===== src/inc/ddr2_ocd_pkg.sv =====
// Purpose: Shared constants and carrier types for the DRAM mode register and driver calibration block.
// Assumes: System clock of 100 MHz; DRAM pins sampled on that clock.
// Notes: All offsets, field positions, codes and timing counts live here.

package ddr2_ocd_pkg;

    // ************************************************************
    // Command pins and strength carriers.
    // ************************************************************
    typedef struct packed {
        logic cke;
        logic cs_n;
        logic ras_n;
        logic cas_n;
        logic we_n;
        logic [1:0] ba;
        logic [11:0] addr;
    } cmd_type;

    typedef struct packed {
        logic [3:0] pull_up;
        logic [3:0] pull_down;
    } strength_type;

    // ************************************************************
    // Bank selects and mode register fields.
    // ************************************************************
    localparam logic [1:0] BA_MR = 2'h0;
    localparam logic [1:0] BA_EMR1 = 2'h1;
    localparam logic [1:0] BA_EMR2 = 2'h2;
    localparam logic [1:0] BA_EMR3 = 2'h3;
    localparam int MR_CL_LSB = 4;
    localparam int MR_DLL_RESET = 8;
    localparam int E1_DLL_OFF = 0;
    localparam int E1_REDUCED = 1;
    localparam int E1_AL_LSB = 3;
    localparam int E1_OCD_LSB = 7;
    localparam int E1_DQSN_OFF = 10;
    localparam int E1_RDQS_EN = 11;
    localparam int E2_EXT_SRF = 7;
    localparam logic [11:0] MODE_RESET = 12'h000;

    // ************************************************************
    // Calibration control and adjust codes.
    // ************************************************************
    localparam logic [2:0] OCD_EXIT = 3'h0;
    localparam logic [2:0] OCD_DRIVE_HIGH = 3'h1;
    localparam logic [2:0] OCD_DRIVE_LOW = 3'h2;
    localparam logic [2:0] OCD_ADJUST = 3'h4;
    localparam logic [2:0] OCD_DEFAULT = 3'h7;
    localparam logic [3:0] ADJ_NOP = 4'h0;
    localparam logic [3:0] ADJ_PU_UP = 4'h1;
    localparam logic [3:0] ADJ_PU_DN = 4'h2;
    localparam logic [3:0] ADJ_PD_UP = 4'h4;
    localparam logic [3:0] ADJ_PD_DN = 4'h8;
    localparam logic [3:0] ADJ_BOTH_UP = 4'h5;
    localparam logic [3:0] ADJ_PU_DN_PD_UP = 4'h6;
    localparam logic [3:0] ADJ_PU_UP_PD_DN = 4'h9;
    localparam logic [3:0] ADJ_BOTH_DN = 4'ha;
    localparam logic [3:0] STEP_MAX = 4'hf;
    localparam logic [3:0] STEP_RESET = 4'h8;

    // ************************************************************
    // Timing.
    // ************************************************************
    localparam int CLK_PERIOD_NS = 10;
    localparam int TOIT_NS = 12;
    localparam int TOIT_CYCLES = (TOIT_NS + CLK_PERIOD_NS - 1) / CLK_PERIOD_NS;
    localparam logic [7:0] DLL_LOCK_CK = 8'hc8;

    // ************************************************************
    // Register map and status fields.
    // ************************************************************
    localparam logic [11:0] REG_CTRL = 12'h000;
    localparam logic [11:0] REG_STATUS = 12'h004;
    localparam logic [11:0] REG_STRENGTH = 12'h008;
    localparam logic [11:0] REG_MR = 12'h00c;
    localparam logic [11:0] REG_EMR1 = 12'h010;
    localparam logic [11:0] REG_EMR2 = 12'h014;
    localparam logic [11:0] REG_EMR3 = 12'h018;
    localparam logic [7:0] CTRL_RESET = 8'h88;
    localparam int ST_DRIVE_ON = 3;
    localparam int ST_ADJ_BUSY = 4;
    localparam int ST_ADJ_USED = 5;
    localparam int ST_DEFAULT = 6;
    localparam int ST_SELF_REF = 7;
    localparam int ST_DLL_EN = 8;
    localparam int ST_DLL_LOCK = 9;

endpackage : ddr2_ocd_pkg


===== src/rtl/ddr2_emr_ocd_calibration.sv =====
// Purpose: Extended mode registers, DLL control and driver impedance calibration of the DRAM.
// Assumes: DRAM clock, command pins and DQ arrive asynchronously and are filtered here.
// Notes: Software sees the mode registers and calibration state over APB.

module ddr2_emr_ocd_calibration
    import ddr2_ocd_pkg::*;
(
    // System.
    input wire logic mclk,
    input wire logic nrst,
    // APB slave.
    input wire logic psel,
    input wire logic penable,
    input wire logic pwrite,
    input wire logic [11:0] paddr,
    input wire logic [31:0] pwdata,
    output logic [31:0] prdata,
    output logic pready,
    output logic pslverr,
    // DRAM clock, command and data pins.
    input wire logic ck,
    input wire cmd_type cmd,
    input wire logic [7:0] dq_in,
    // Output drivers.
    output logic [7:0] dq_out,
    output logic [7:0] dq_oe,
    output logic dqs_out,
    output logic dqs_oe,
    output logic dqs_n_out,
    output logic dqs_n_oe,
    output logic rdqs_out,
    output logic rdqs_oe,
    // Driver and core controls.
    output logic dm_enable,
    output strength_type drive_strength,
    output logic reduced_strength,
    output logic ocd_default_active,
    output logic dll_enable,
    output logic dll_reset,
    output logic dll_locked,
    output logic ext_srf_rate,
    output logic self_refresh
);

    // ************************************************************
    // Adjust decode.
    // ************************************************************
    // Returns {pull-up up, pull-up down, pull-down up, pull-down down}.
    function automatic logic [3:0] adjust_steps(input logic [3:0] code);
        logic [3:0] steps;
        case (code)
            ADJ_PU_UP: steps = 4'h8;
            ADJ_PU_DN: steps = 4'h4;
            ADJ_PD_UP: steps = 4'h2;
            ADJ_PD_DN: steps = 4'h1;
            ADJ_BOTH_UP: steps = 4'ha;
            ADJ_PU_DN_PD_UP: steps = 4'h6;
            ADJ_PU_UP_PD_DN: steps = 4'h9;
            ADJ_BOTH_DN: steps = 4'h5;
            default: steps = 4'h0;
        endcase
        return steps;
    endfunction : adjust_steps

    // ************************************************************
    // Pin filters.
    // ************************************************************
    // A change is accepted only when the second and third stages agree.
    logic [2:0] ck_sync;
    logic ck_q;
    logic ck_prev;
    cmd_type cmd_s1;
    cmd_type cmd_s2;
    cmd_type cmd_s3;
    cmd_type cmd_q;
    logic [7:0] dq_s1;
    logic [7:0] dq_s2;
    logic [7:0] dq_s3;
    logic [7:0] dq_q;

    always_ff @(posedge mclk or negedge nrst) begin
        if (!nrst) begin
            ck_sync <= 3'h0;
            cmd_s1 <= '0;
            cmd_s2 <= '0;
            cmd_s3 <= '0;
            dq_s1 <= 8'h00;
            dq_s2 <= 8'h00;
            dq_s3 <= 8'h00;
        end else begin
            ck_sync <= {ck_sync[1:0], ck};
            cmd_s1 <= cmd;
            cmd_s2 <= cmd_s1;
            cmd_s3 <= cmd_s2;
            dq_s1 <= dq_in;
            dq_s2 <= dq_s1;
            dq_s3 <= dq_s2;
        end
    end

    always_ff @(posedge mclk or negedge nrst) begin
        if (!nrst) begin
            ck_q <= 1'b0;
            ck_prev <= 1'b0;
            cmd_q <= '0;
            dq_q <= 8'h00;
        end else begin
            ck_prev <= ck_q;
            if (ck_sync[1] == ck_sync[2]) begin
                ck_q <= ck_sync[2];
            end
            if (cmd_s2 == cmd_s3) begin
                cmd_q <= cmd_s3;
            end
            if (dq_s2 == dq_s3) begin
                dq_q <= dq_s3;
            end
        end
    end

    // ************************************************************
    // Command decode.
    // ************************************************************
    wire ck_rise = ck_q & ~ck_prev;
    wire ck_edge = ck_q ^ ck_prev;
    wire cmd_low3 = ~cmd_q.cs_n & ~cmd_q.ras_n & ~cmd_q.cas_n;
    wire cmd_active = ck_rise & cmd_q.cke;
    wire mode_set = cmd_active & cmd_low3 & ~cmd_q.we_n;
    wire write_cmd = cmd_active & ~cmd_q.cs_n & cmd_q.ras_n & ~cmd_q.cas_n & ~cmd_q.we_n;
    wire set_mr = mode_set && cmd_q.ba == BA_MR;
    wire set_emr1 = mode_set && cmd_q.ba == BA_EMR1;
    wire set_emr2 = mode_set && cmd_q.ba == BA_EMR2;
    wire set_emr3 = mode_set && cmd_q.ba == BA_EMR3;
    wire srf_entry = ck_rise & ~cmd_q.cke & cmd_low3 & cmd_q.we_n & ~self_refresh;
    wire srf_exit = ck_rise & cmd_q.cke & self_refresh;

    logic [11:0] mr;
    logic [11:0] emr1;
    logic [11:0] emr2;
    logic [11:0] emr3;

    // Contents are not defined by the DRAM after power-up; zero is used here.
    always_ff @(posedge mclk or negedge nrst) begin
        if (!nrst) begin
            mr <= MODE_RESET;
            emr1 <= MODE_RESET;
            emr2 <= MODE_RESET;
            emr3 <= MODE_RESET;
            self_refresh <= 1'b0;
        end else begin
            if (set_mr) mr <= cmd_q.addr;
            if (set_emr1) emr1 <= cmd_q.addr;
            if (set_emr2) emr2 <= cmd_q.addr;
            if (set_emr3) emr3 <= cmd_q.addr;
            if (srf_entry) begin
                self_refresh <= 1'b1;
            end else if (srf_exit) begin
                self_refresh <= 1'b0;
            end
        end
    end

    // ************************************************************
    // Field decode.
    // ************************************************************
    wire [2:0] ocd_mode = emr1[E1_OCD_LSB +: 3];
    wire [2:0] add_latency = emr1[E1_AL_LSB +: 3];
    wire [2:0] cas_latency = mr[MR_CL_LSB +: 3];
    wire [3:0] write_latency = 4'({1'b0, add_latency} + {1'b0, cas_latency} - 4'h1);
    wire rdqs_enabled = emr1[E1_RDQS_EN];
    wire dqsn_enabled = ~emr1[E1_DQSN_OFF];
    wire drive_target = ocd_mode == OCD_DRIVE_HIGH || ocd_mode == OCD_DRIVE_LOW;
    wire default_load = set_emr1 && cmd_q.addr[E1_OCD_LSB +: 3] == OCD_DEFAULT;

    assign reduced_strength = emr1[E1_REDUCED];
    assign dll_enable = ~emr1[E1_DLL_OFF] & ~self_refresh;
    assign ext_srf_rate = emr2[E2_EXT_SRF];

    // ************************************************************
    // DLL reset and lock count.
    // ************************************************************
    logic [7:0] lock_count;
    wire next_dll_reset = (set_mr & cmd_q.addr[MR_DLL_RESET]) | srf_exit;

    always_ff @(posedge mclk or negedge nrst) begin
        if (!nrst) begin
            dll_reset <= 1'b0;
            lock_count <= 8'h00;
        end else begin
            dll_reset <= next_dll_reset;
            if (!dll_enable || next_dll_reset) begin
                lock_count <= 8'h00;
            end else if (ck_rise && lock_count != DLL_LOCK_CK) begin
                lock_count <= lock_count + 8'h01;
            end
        end
    end

    // Tells the core that a read may now meet its access timing.
    assign dll_locked = dll_enable && lock_count == DLL_LOCK_CK;

    // ************************************************************
    // Adjust code capture.
    // ************************************************************
    typedef enum logic [1:0] {ADJ_IDLE, ADJ_WAIT, ADJ_BITS} adj_state_type;
    adj_state_type adj_state;
    logic [3:0] wait_count;
    logic [1:0] bit_index;
    logic [3:0] code_shift;
    logic code_valid;
    logic adjust_used;
    logic default_loaded;

    // Only DQ0 is sampled, since every data line carries the same code.
    wire [3:0] next_code = {code_shift[2:0], dq_q[0]};
    wire in_adjust = ocd_mode == OCD_ADJUST;

    always_ff @(posedge mclk or negedge nrst) begin
        if (!nrst) begin
            adj_state <= ADJ_IDLE;
            wait_count <= 4'h0;
            bit_index <= 2'h0;
            code_shift <= 4'h0;
            code_valid <= 1'b0;
        end else begin
            code_valid <= 1'b0;
            case (adj_state)
                ADJ_IDLE: begin
                    if (write_cmd && in_adjust) begin
                        wait_count <= write_latency;
                        adj_state <= ADJ_WAIT;
                    end
                end
                ADJ_WAIT: begin
                    if (!in_adjust) begin
                        adj_state <= ADJ_IDLE;
                    end else if (ck_rise) begin
                        wait_count <= wait_count - 4'h1;
                        if (wait_count <= 4'h1) begin
                            code_shift <= next_code;
                            bit_index <= 2'h1;
                            adj_state <= ADJ_BITS;
                        end
                    end
                end
                ADJ_BITS: begin
                    // Bits follow on both clock edges in fixed order.
                    if (!in_adjust) begin
                        adj_state <= ADJ_IDLE;
                    end else if (ck_edge) begin
                        code_shift <= next_code;
                        bit_index <= bit_index + 2'h1;
                        if (bit_index == 2'h3) begin
                            code_valid <= 1'b1;
                            adj_state <= ADJ_IDLE;
                        end
                    end
                end
                default: begin
                    adj_state <= ADJ_IDLE;
                end
            endcase
        end
    end

    // ************************************************************
    // Strength counters.
    // ************************************************************
    logic [7:0] ctrl;
    // Steps are withheld at reduced strength, where calibration has no meaning.
    wire [3:0] steps = (code_valid && !reduced_strength) ? adjust_steps(code_shift) : 4'h0;

    always_ff @(posedge mclk or negedge nrst) begin
        if (!nrst) begin
            adjust_used <= 1'b0;
            default_loaded <= 1'b0;
        end else if (default_load) begin
            adjust_used <= 1'b0;
            default_loaded <= 1'b1;
        end else if (code_valid) begin
            adjust_used <= 1'b1;
        end
    end

    assign ocd_default_active = default_loaded & ~adjust_used & ~reduced_strength;

    // Both counters feed every data and strobe driver alike.
    ocd_step_counter pull_up_counter (
        .mclk(mclk),
        .nrst(nrst),
        .load(default_load),
        .load_value(ctrl[3:0]),
        .step_up(steps[3]),
        .step_down(steps[2]),
        .value(drive_strength.pull_up)
    );

    ocd_step_counter pull_down_counter (
        .mclk(mclk),
        .nrst(nrst),
        .load(default_load),
        .load_value(ctrl[7:4]),
        .step_up(steps[1]),
        .step_down(steps[0]),
        .value(drive_strength.pull_down)
    );

    // ************************************************************
    // Drive modes.
    // ************************************************************
    logic drive_on;
    logic drive_high;
    logic [3:0] toit_count;

    always_ff @(posedge mclk or negedge nrst) begin
        if (!nrst) begin
            drive_on <= 1'b0;
            drive_high <= 1'b0;
            toit_count <= 4'h0;
        end else begin
            if (drive_target) drive_high <= ocd_mode == OCD_DRIVE_HIGH;
            if (drive_target == drive_on) begin
                toit_count <= 4'h0;
            end else if (toit_count == 4'(TOIT_CYCLES - 1)) begin
                drive_on <= drive_target;
                toit_count <= 4'h0;
            end else begin
                toit_count <= toit_count + 4'h1;
            end
        end
    end

    always_ff @(posedge mclk or negedge nrst) begin
        if (!nrst) begin
            dq_out <= 8'h00;
            dq_oe <= 8'h00;
            dqs_out <= 1'b0;
            dqs_oe <= 1'b0;
            dqs_n_out <= 1'b0;
            dqs_n_oe <= 1'b0;
            rdqs_out <= 1'b0;
            rdqs_oe <= 1'b0;
            dm_enable <= 1'b1;
        end else begin
            // Registered beside the strobe enable, so the mask never reopens while the strobe still drives.
            dm_enable <= ~rdqs_enabled;
            dq_out <= {8{drive_high}};
            dq_oe <= {8{drive_on}};
            dqs_out <= drive_high;
            dqs_oe <= drive_on;
            dqs_n_out <= ~drive_high;
            dqs_n_oe <= drive_on & dqsn_enabled;
            rdqs_out <= drive_high;
            rdqs_oe <= drive_on & rdqs_enabled;
        end
    end

    // ************************************************************
    // APB registers.
    // ************************************************************
    wire setup = psel & ~penable;
    wire hit_ctrl = paddr == REG_CTRL;
    wire hit = hit_ctrl || paddr == REG_STATUS || paddr == REG_STRENGTH || paddr == REG_MR ||
               paddr == REG_EMR1 || paddr == REG_EMR2 || paddr == REG_EMR3;
    logic [31:0] status;
    logic [31:0] read_mux;
    logic addr_err;

    always_comb begin
        status = 32'h0;
        status[2:0] = ocd_mode;
        status[ST_DRIVE_ON] = drive_on;
        status[ST_ADJ_BUSY] = adj_state != ADJ_IDLE;
        status[ST_ADJ_USED] = adjust_used;
        status[ST_DEFAULT] = ocd_default_active;
        status[ST_SELF_REF] = self_refresh;
        status[ST_DLL_EN] = dll_enable;
        status[ST_DLL_LOCK] = dll_locked;
        case (paddr)
            REG_CTRL: read_mux = {24'h0, ctrl};
            REG_STATUS: read_mux = status;
            REG_STRENGTH: read_mux = {24'h0, drive_strength};
            REG_MR: read_mux = {20'h0, mr};
            REG_EMR1: read_mux = {20'h0, emr1};
            REG_EMR2: read_mux = {20'h0, emr2};
            REG_EMR3: read_mux = {20'h0, emr3};
            default: read_mux = 32'h0;
        endcase
    end

    // Read data is caught in the setup cycle so the access phase needs no wait.
    always_ff @(posedge mclk or negedge nrst) begin
        if (!nrst) begin
            prdata <= 32'h0;
            addr_err <= 1'b0;
            ctrl <= CTRL_RESET;
        end else begin
            if (setup) begin
                prdata <= pwrite ? 32'h0 : read_mux;
                addr_err <= ~hit;
            end
            if (psel && penable && pwrite && hit_ctrl) ctrl <= pwdata[7:0];
        end
    end

    assign pready = psel & penable;
    assign pslverr = psel & penable & addr_err;

endmodule : ddr2_emr_ocd_calibration


===== src/rtl/ocd_step_counter.sv =====
// Purpose: One saturating 16-step driver strength counter.
// Assumes: Step requests are single-cycle pulses on mclk.
// Notes: A load has priority over a step.

module ocd_step_counter
    import ddr2_ocd_pkg::*;
(
    // System.
    input wire logic mclk,
    input wire logic nrst,
    // Control.
    input wire logic load,
    input wire logic [3:0] load_value,
    input wire logic step_up,
    input wire logic step_down,
    // Result.
    output logic [3:0] value
);

    logic [3:0] next_value;

    // Steps past either end are dropped rather than wrapped.
    assign next_value = load ? load_value :
                        (step_up && value != STEP_MAX) ? value + 4'h1 :
                        (step_down && value != 4'h0) ? value - 4'h1 : value;

    always_ff @(posedge mclk or negedge nrst) begin
        if (!nrst) begin
            value <= STEP_RESET;
        end else begin
            value <= next_value;
        end
    end

endmodule : ocd_step_counter

===== config.mk =====
export PLATFORM = sky130hd
export DESIGN_NAME = ddr2_emr_ocd_calibration
export DESIGN_NICKNAME = d
export VERILOG_FILES = /design/src/inc/ddr2_ocd_pkg.sv /design/src/rtl/ddr2_emr_ocd_calibration.sv /design/src/rtl/ocd_step_counter.sv
export SDC_FILE = /design/constraint.sdc
export NUM_CORES = 1
export LEC_CHECK = 0
export BUFFER_PORTS_ARGS = -buffer_cell sky130_fd_sc_hd__buf_4
export CAP_MARGIN = 5
export CORE_MARGIN = 2
export CORE_UTILIZATION = 51
export CTS_BUF_LIST = sky130_fd_sc_hd__clkbuf_16
export DETAILED_ROUTE_END_ITERATION = 10
export GPL_TIMING_DRIVEN = 1
export PLACE_DENSITY = 0.83
export SYNTH_ARGS = -nofsm -noshare
export SYNTH_HDL_FRONTEND = slang
export SYNTH_SLANG_ARGS = --single-unit

===== constraint.sdc =====
create_clock -name mclk -period 2.1 [get_ports mclk]
set_clock_uncertainty 0.15 [all_clocks]
set_input_delay 0.105 -clock mclk [delete_from_list [all_inputs] [get_ports mclk]]
set_output_delay 0.105 -clock mclk [all_outputs]
set_load 0.05 [all_outputs]

# Word-level counts from Yosys, hierarchy flattened

Memories as Yosys holds them, arrays and structs flattened.
Cells that the tools add are included.

Output and inout port bits: 72
Bits in read-only memories: 64
Bits in registers: 242
Memories kept: 1
RAM bits: 0
Latch bits: 0

Memory list:

| name             | words | width | rd ports | clocked after memory_dff | wr ports | RTL line                       | source |
|---|---|---|---|---|---|---|---|
| (name not given) | 16    | 4     | 1        | 0                        | 0        | ddr2_emr_ocd_calibration.sv:51 | `case (code)` |

Magnitude comparators: 1
Shifts and indexed selects: 0
Mux-type cells: 45
Multipliers: 0
Divide/modulo/power cells: 0
Bitwise gates (word level): 42
$add $sub $neg: 10
Reductions and logical operators: 43
Equal/unequal tests: 35

Operator list:

| cell                  | number |
|---|---|
| $pmux W12 S7          | 1 |
| $mux W4               | 17 |
| $eq A12 B5 Y1 const B | 3 |
| $and A1 B1 Y1         | 24 |
| $eq A12 B4 Y1 const B | 2 |
| $mux W2               | 12 |
| $eq A19 B19 Y1        | 1 |
| $logic_and A1 B1 Y1   | 16 |
| $mux W8               | 2 |
| $not A1 Y1            | 16 |
| $pmux W4 S2           | 2 |
| $sub A4 B1 Y4 const B | 4 |
| $add A4 B1 Y4 const B | 3 |
| $eq A12 B3 Y1 const B | 1 |
| $logic_not A12 Y1     | 1 |
| $mux W12              | 1 |
| $ne A2 B2 Y1 const B  | 6 |
| $ne A3 B3 Y1 const B  | 4 |
| $reduce_bool A2 Y1    | 6 |
| $add A8 B1 Y8 const B | 1 |
| $eq A2 B2 Y1 const B  | 4 |
| $eq A8 B8 Y1          | 1 |
| $eq A8 B8 Y1 const B  | 1 |
| $logic_or A1 B1 Y1    | 8 |
| other kinds (24)      | 39 |

# Depth between registers and ports, before layout

Depth after elaboration: 10
Gate-level depth with buffers: 9
Gate-level depth less buffers: 9

# By module

From an unflattened synthesis, not the netlist that was laid out.

Cells, all modules: 730
Area, all modules: 9334.0 um^2

By module, submodules not included:

| module                   | instances | cells an instance | seq. area each (um^2) | area an instance (um^2) |
|---|---|---|---|---|
| ddr2_emr_ocd_calibration | 1         | 666               | 5308.8                | 8683.3 |
| ocd_step_counter         | 2         | 32                | 101.3                 | 325.3 |

# Worst setup path before layout

OpenSTA, ideal clock, no wires.

Kind: register to register
From: reg emr1[1]
To: reg prdata[6]
Cell stages (with the launch flop): 5
Buffers on the path: 0
Setup time: 0.083 ns
Slack: -0.629 ns
Period minus slack after synthesis: 2.729 ns
Data arrival time: 2.497 ns
Path through: dfrtp_1 -> nor3b_1 -> mux4_2 -> o21ai_0 -> o21ai_0

Longest elaborated chain between the ends: 4

RTL lines:

| item                         | RTL line                        | source |
|---|---|---|
| start: declaration           | ddr2_emr_ocd_calibration.sv:138 | `logic [11:0] emr1;` |
| start signal: assignment     | ddr2_emr_ocd_calibration.sv:152 | `if (set_emr1) emr1 <= cmd_q.addr;` |
| $not A1 Y1                   | ddr2_emr_ocd_calibration.sv:285 | `assign ocd_default_active = default_loaded & ~adjust_used & ~reduced_strength;` |
| $and A1 B1 Y1                | ddr2_emr_ocd_calibration.sv:285 |  |
| named net ocd_default_active | ddr2_emr_ocd_calibration.sv:37  | `output logic ocd_default_active,` |
| $pmux W12 S7                 | ddr2_emr_ocd_calibration.sv:379 | `case (paddr)` |
| $mux W12                     | ddr2_emr_ocd_calibration.sv:399 | `prdata <= pwrite ? 32'h0 : read_mux;` |
| end signal: assignment       | ddr2_emr_ocd_calibration.sv:399 |  |
| end: declaration             | ddr2_emr_ocd_calibration.sv:17  | `output logic [31:0] prdata,` |

The timed path passes the listed nets, and every way through them passes these cells.
A chain may end at the register's enable or synchronous reset.

# Worst setup path in the final report

From: reg pull_up_counter.value[3]
To: reg pull_up_counter.value[3]

Longest elaborated chain between the ends: 4

RTL lines:

| item                                           | RTL line                                       | source |
|---|---|---|
| start: declaration                             | ocd_step_counter.sv:17                         | `output logic [3:0] value` |
| start signal: assignment                       | ocd_step_counter.sv:31                         | `value <= next_value;` |
| $sub A4 B1 Y4 or $ne A4 B4 Y1 (tied branches)  | ocd_step_counter.sv:25, ocd_step_counter.sv:24 |  |
| $mux W4 or $logic_and A1 B1 Y1 (tied branches) | ocd_step_counter.sv:25, ocd_step_counter.sv:24 |  |
| $mux W4                                        | ocd_step_counter.sv:24                         | `(step_up && value != STEP_MAX) ? value + 4'h1 :` |
| $mux W4                                        | ocd_step_counter.sv:23                         | `assign next_value = load ? load_value :` |

Several ways; a longest one is shown, not always the timed one. The select of a mux whose other input is x is not followed.

==> results.toml <==
[run]
max-cap-violations = 0

[global_routing]
vias_in_the_first_global_route = 6388
grt_overflow_total = 0
globalRouteTotalUtil = 0.211
initial_antenna_violation_count = 0
grt_first_pass_wirelength_um = 32700
maximum_number_of_pins_on_one_net_before_global_route_repair = 67

[yosys]
share_of_synthesized_area_occupied_by_flip_flops_and_latches = 0.596
simple_gate_share_of_the_synthesized_area = 0.0922
synthCells = 716
largest_family_of_logic_cells_by_synthesized_area = "multiplexers"
yosysUniqueCellTypes = 67
synth_flop_cell = "dfrtp_1"
asyncSetResetFlopFracSynth = 1.00
mux_contribution_to_synthesized_area = 0.128
synth_compound_area_frac = 0.0665
ys_warn_count = 0
syn-cell-area_um2 = 9250
synth-edff-count = 0
synth.ff_latch_count = 220
yosysTopAreaCellShare = 0.582
synthesis.area_per_instance_um2 = 12.9
fraction_of_synthesized_cell_area_in_xor_and_xnor_cells = 0.0417
adder_cell_share_of_the_synthesized_area = 0.0265
yosys.area.top_type = "dfrtp_1"
post_synth_main_area_contributors = "dfrtp_1, mux2_2, buf_4, xnor2_1, o21ai_0"

[drt]
routedWlPerCell_um = 17.5
finalWirelength_um = 20200
drc_errors = 0
post_drt_via_cell_ratio = 5.39
drt_iter0_drc = 425
detail_route.first_pass.iterations = 5
detailroute.via_count = 6204
antenna_left = 0

[die]
design.portCount = 149
floorplan.core_area_um2 = 17900
start_util = 0.517
die_ar_um2 = 19200
placementRows = 49
die-width_um = 139
fp.dieH_um = 139

[setup_path]
reg2reg_to = "pull_up_counter.value[3]"
path_max_fanout = 3
crit_chain = "nand4_1, nand4_1, ha_1, a21o_2, a21oi_2, mux2i_1, xor2_1, mux2_4"
req_time_crit_path_ps = 2400
cp.buffers_inverters = 0
arrival_time_at_the_worst_endpoint_ps = 2540
r2r_setup_slack_ps = -140
path_class = "flip-flop to flip-flop"
kind_of_capture_point_of_the_worst_setup_path = "flip-flop"
r2r-start = "pull_up_counter.value[3]"
rr_worst_depth = 8
timing.critical_path.mode_cell = "nand4_1"
timing.critical_path.from_type = "flip-flop"
path_delay_family = "flip-flops"
max_stage_delay_ps = 540
critical_path.slowest_cell = "dfstp_2"

[power_and_ir_drop]
ir_worst_vdd_uv = 698
p_leak_nw = 5.64
total_power_mw = 9.29
p_per_area_nw_per_um2 = 782

[finish]
layout.cells.most_common_list = "dfrtp_1, buf_4, mux2_2"
final_core_util = 0.664
area_growth_syn_to_fin_pct = 28.4
finalNetCount = 1000
final_common_cell = "dfrtp_1"
post_route_cells_drive_above_1_share = 0.351
antenna_cells = 0

[timing]
max_clock_freq_mhz = 446
slew_headroom = 0.556
finalHoldViolCount = 0
post-route-period-util = 1.07
worst_slack_ps = -141
worstMarginPinSlew_ps = 664
slew_violations = 0
grt_setup_unrepaired = "true"
period_minus_slack_ps = 2240
final.setup.tns_ps = -275
final-setup-viol-count = 3

[outcome]
status = "finished, violations left"
failed_checks = "negative setup slack"

[clock_tree]
ctsLongestPathBuffers = 3
cts.root.buffer_cell = "clkbuf_16"
clock-sinks = 220
clk-insertion-delay-late_ps = 520
path_clk_slew_ps = 60
cts_inserted_buffers = 23
clock_tree_from_tritoncts = "yes"
ctsHtreeMaxLevel = 1

[worst_hold_path]
hold_path.startpoint = "pwrite"
worstHoldEndpoint = "ctrl[1]"
number_of_cells_on_the_worst_hold_path = 4
path_category_of_the_worst_min_delay_check = "primary input to flip-flop"

[placement]
place_hpwl_um = 13200
place.gp.congestion = 0.871
portBuffers = 104
dp_worst_setup_slack_ps = -173
[cells in the mapped netlist (2+ instances only)]
| master | n |
|---|---|
| fa_1 | 3 |
| mux2_2 | 75 |
| a22oi_1 | 5 |
| mux4_2 | 2 |
| nor2b_1 | 12 |
| clkbuf_1 | 12 |
| o21a_1 | 3 |
| mux2_4 | 8 |
| nor4_1 | 3 |
| or3_1 | 3 |
| mux2i_1 | 16 |
| nand3b_1 | 6 |
| a22o_1 | 4 |
| ha_1 | 14 |
| o21ai_0 | 36 |
| xor2_1 | 19 |
| nand2b_1 | 7 |
| a222oi_1 | 2 |
| a221oi_1 | 7 |
| nor3_1 | 4 |
| nand3_1 | 8 |
| dfstp_2 | 5 |
| buf_1 | 3 |
| nor2_1 | 31 |
| a2bb2oi_1 | 3 |
| nor4b_1 | 2 |
| nand4_1 | 14 |
| a31oi_1 | 4 |
| and2_1 | 2 |
| o211ai_1 | 4 |
| o21ai_1 | 3 |
| buf_4 | 37 |
| dfrtp_1 | 215 |
| nand2_1 | 44 |
| a21oi_1 | 12 |
| inv_1 | 21 |
| nor3b_1 | 3 |
| buf_2 | 5 |
| o22ai_1 | 2 |
| xnor2_1 | 25 |
| and3_1 | 6 |
[tightest hold or removal path, cell delays in order]
cell and delay (ps):
buf_4 120, nand3b_1 120, nor4_4 80, mux2_2 220
[kinds of logic after synthesis]
family / count (synthesis)
compound gates: 94
xor+xnor: 44
fa+ha+maj: 18
buf+inv: 80
flops: 220
mux: 102
other cells: 1
simple gates: 157
[per-layer routing]
metal  GRT usage  part of all wire  vias up
li1            -                 -     2838
met1       0.267              0.41     3085
met2       0.360              0.50      236
met3      0.0497             0.065       45
met4      0.0707             0.031        0
met5           0                 0        -
[through the flow]
stage	hold WS [ps]	area, um2	std cells
floorplan	-341	9360	735
global placement	-68.1	10500	1056
detailed placement	-65.3	10500	1056
CTS	0.574	11800	1148
global route	29.4	11900	1151
finish	13.3	11900	1151
[timing repair]
item | in CTS | in global routing
resized for setup | 6 | 13
hold buffers | 45 | 2
buffers inserted | 6 | 3
pin swaps | 7 | 13
endpoints found under the setup margin | 3 | 61
hold endpoints to repair | 264 | 12
[cell type report]
type	count	area (um2)
multi-input cells	435	3470
flip-flops and latches	220	5520
inverters	21	78.8
repair buffers	205	1730
clock inverters	18	216
clock buffers	23	576
well taps	229	287
fillers	1257	6020
[how the worst max path moves through the flow]
| stage | start | to | slack (ps) | cells after the start |
|---|---|---|---|---|
| 2_1_floorplan | pull_up_counter.value[3] | pull_up_counter.value[3] | -300 | 8 |
| 3_3_place_gp | pull_up_counter.value[3] | pull_up_counter.value[3] | -100 | 8 |
| 3_5_place_dp | pull_up_counter.value[3] | pull_up_counter.value[3] | -170 | 8 |
| 4_1_cts | lock_count[5] | dll_locked | -80 | 4 |
| 5_1_grt | code_shift[1] | pull_up_counter.value[3] | -240 | 8 |
| 6_report | pull_up_counter.value[3] | pull_up_counter.value[3] | -140 | 8 |
[power by group]
part           switching (mW)  leakage [nW]  internal (mW)  total, mW
registers               0.112          2.83           4.38       4.49
logic                   0.341          2.42          0.255      0.597
clock network            1.68         0.391           2.52       4.20
[registers in the layout, summed over array words and instances, names as in the netlist, 12 cells and up]
signal	cells
emr2	12
cmd_s3	19
mr	12
cmd_s1	19
emr3	12
cmd_q	19
cmd_s2	19
prdata	12
emr1	12
Power figures use the tool's default switching activity.
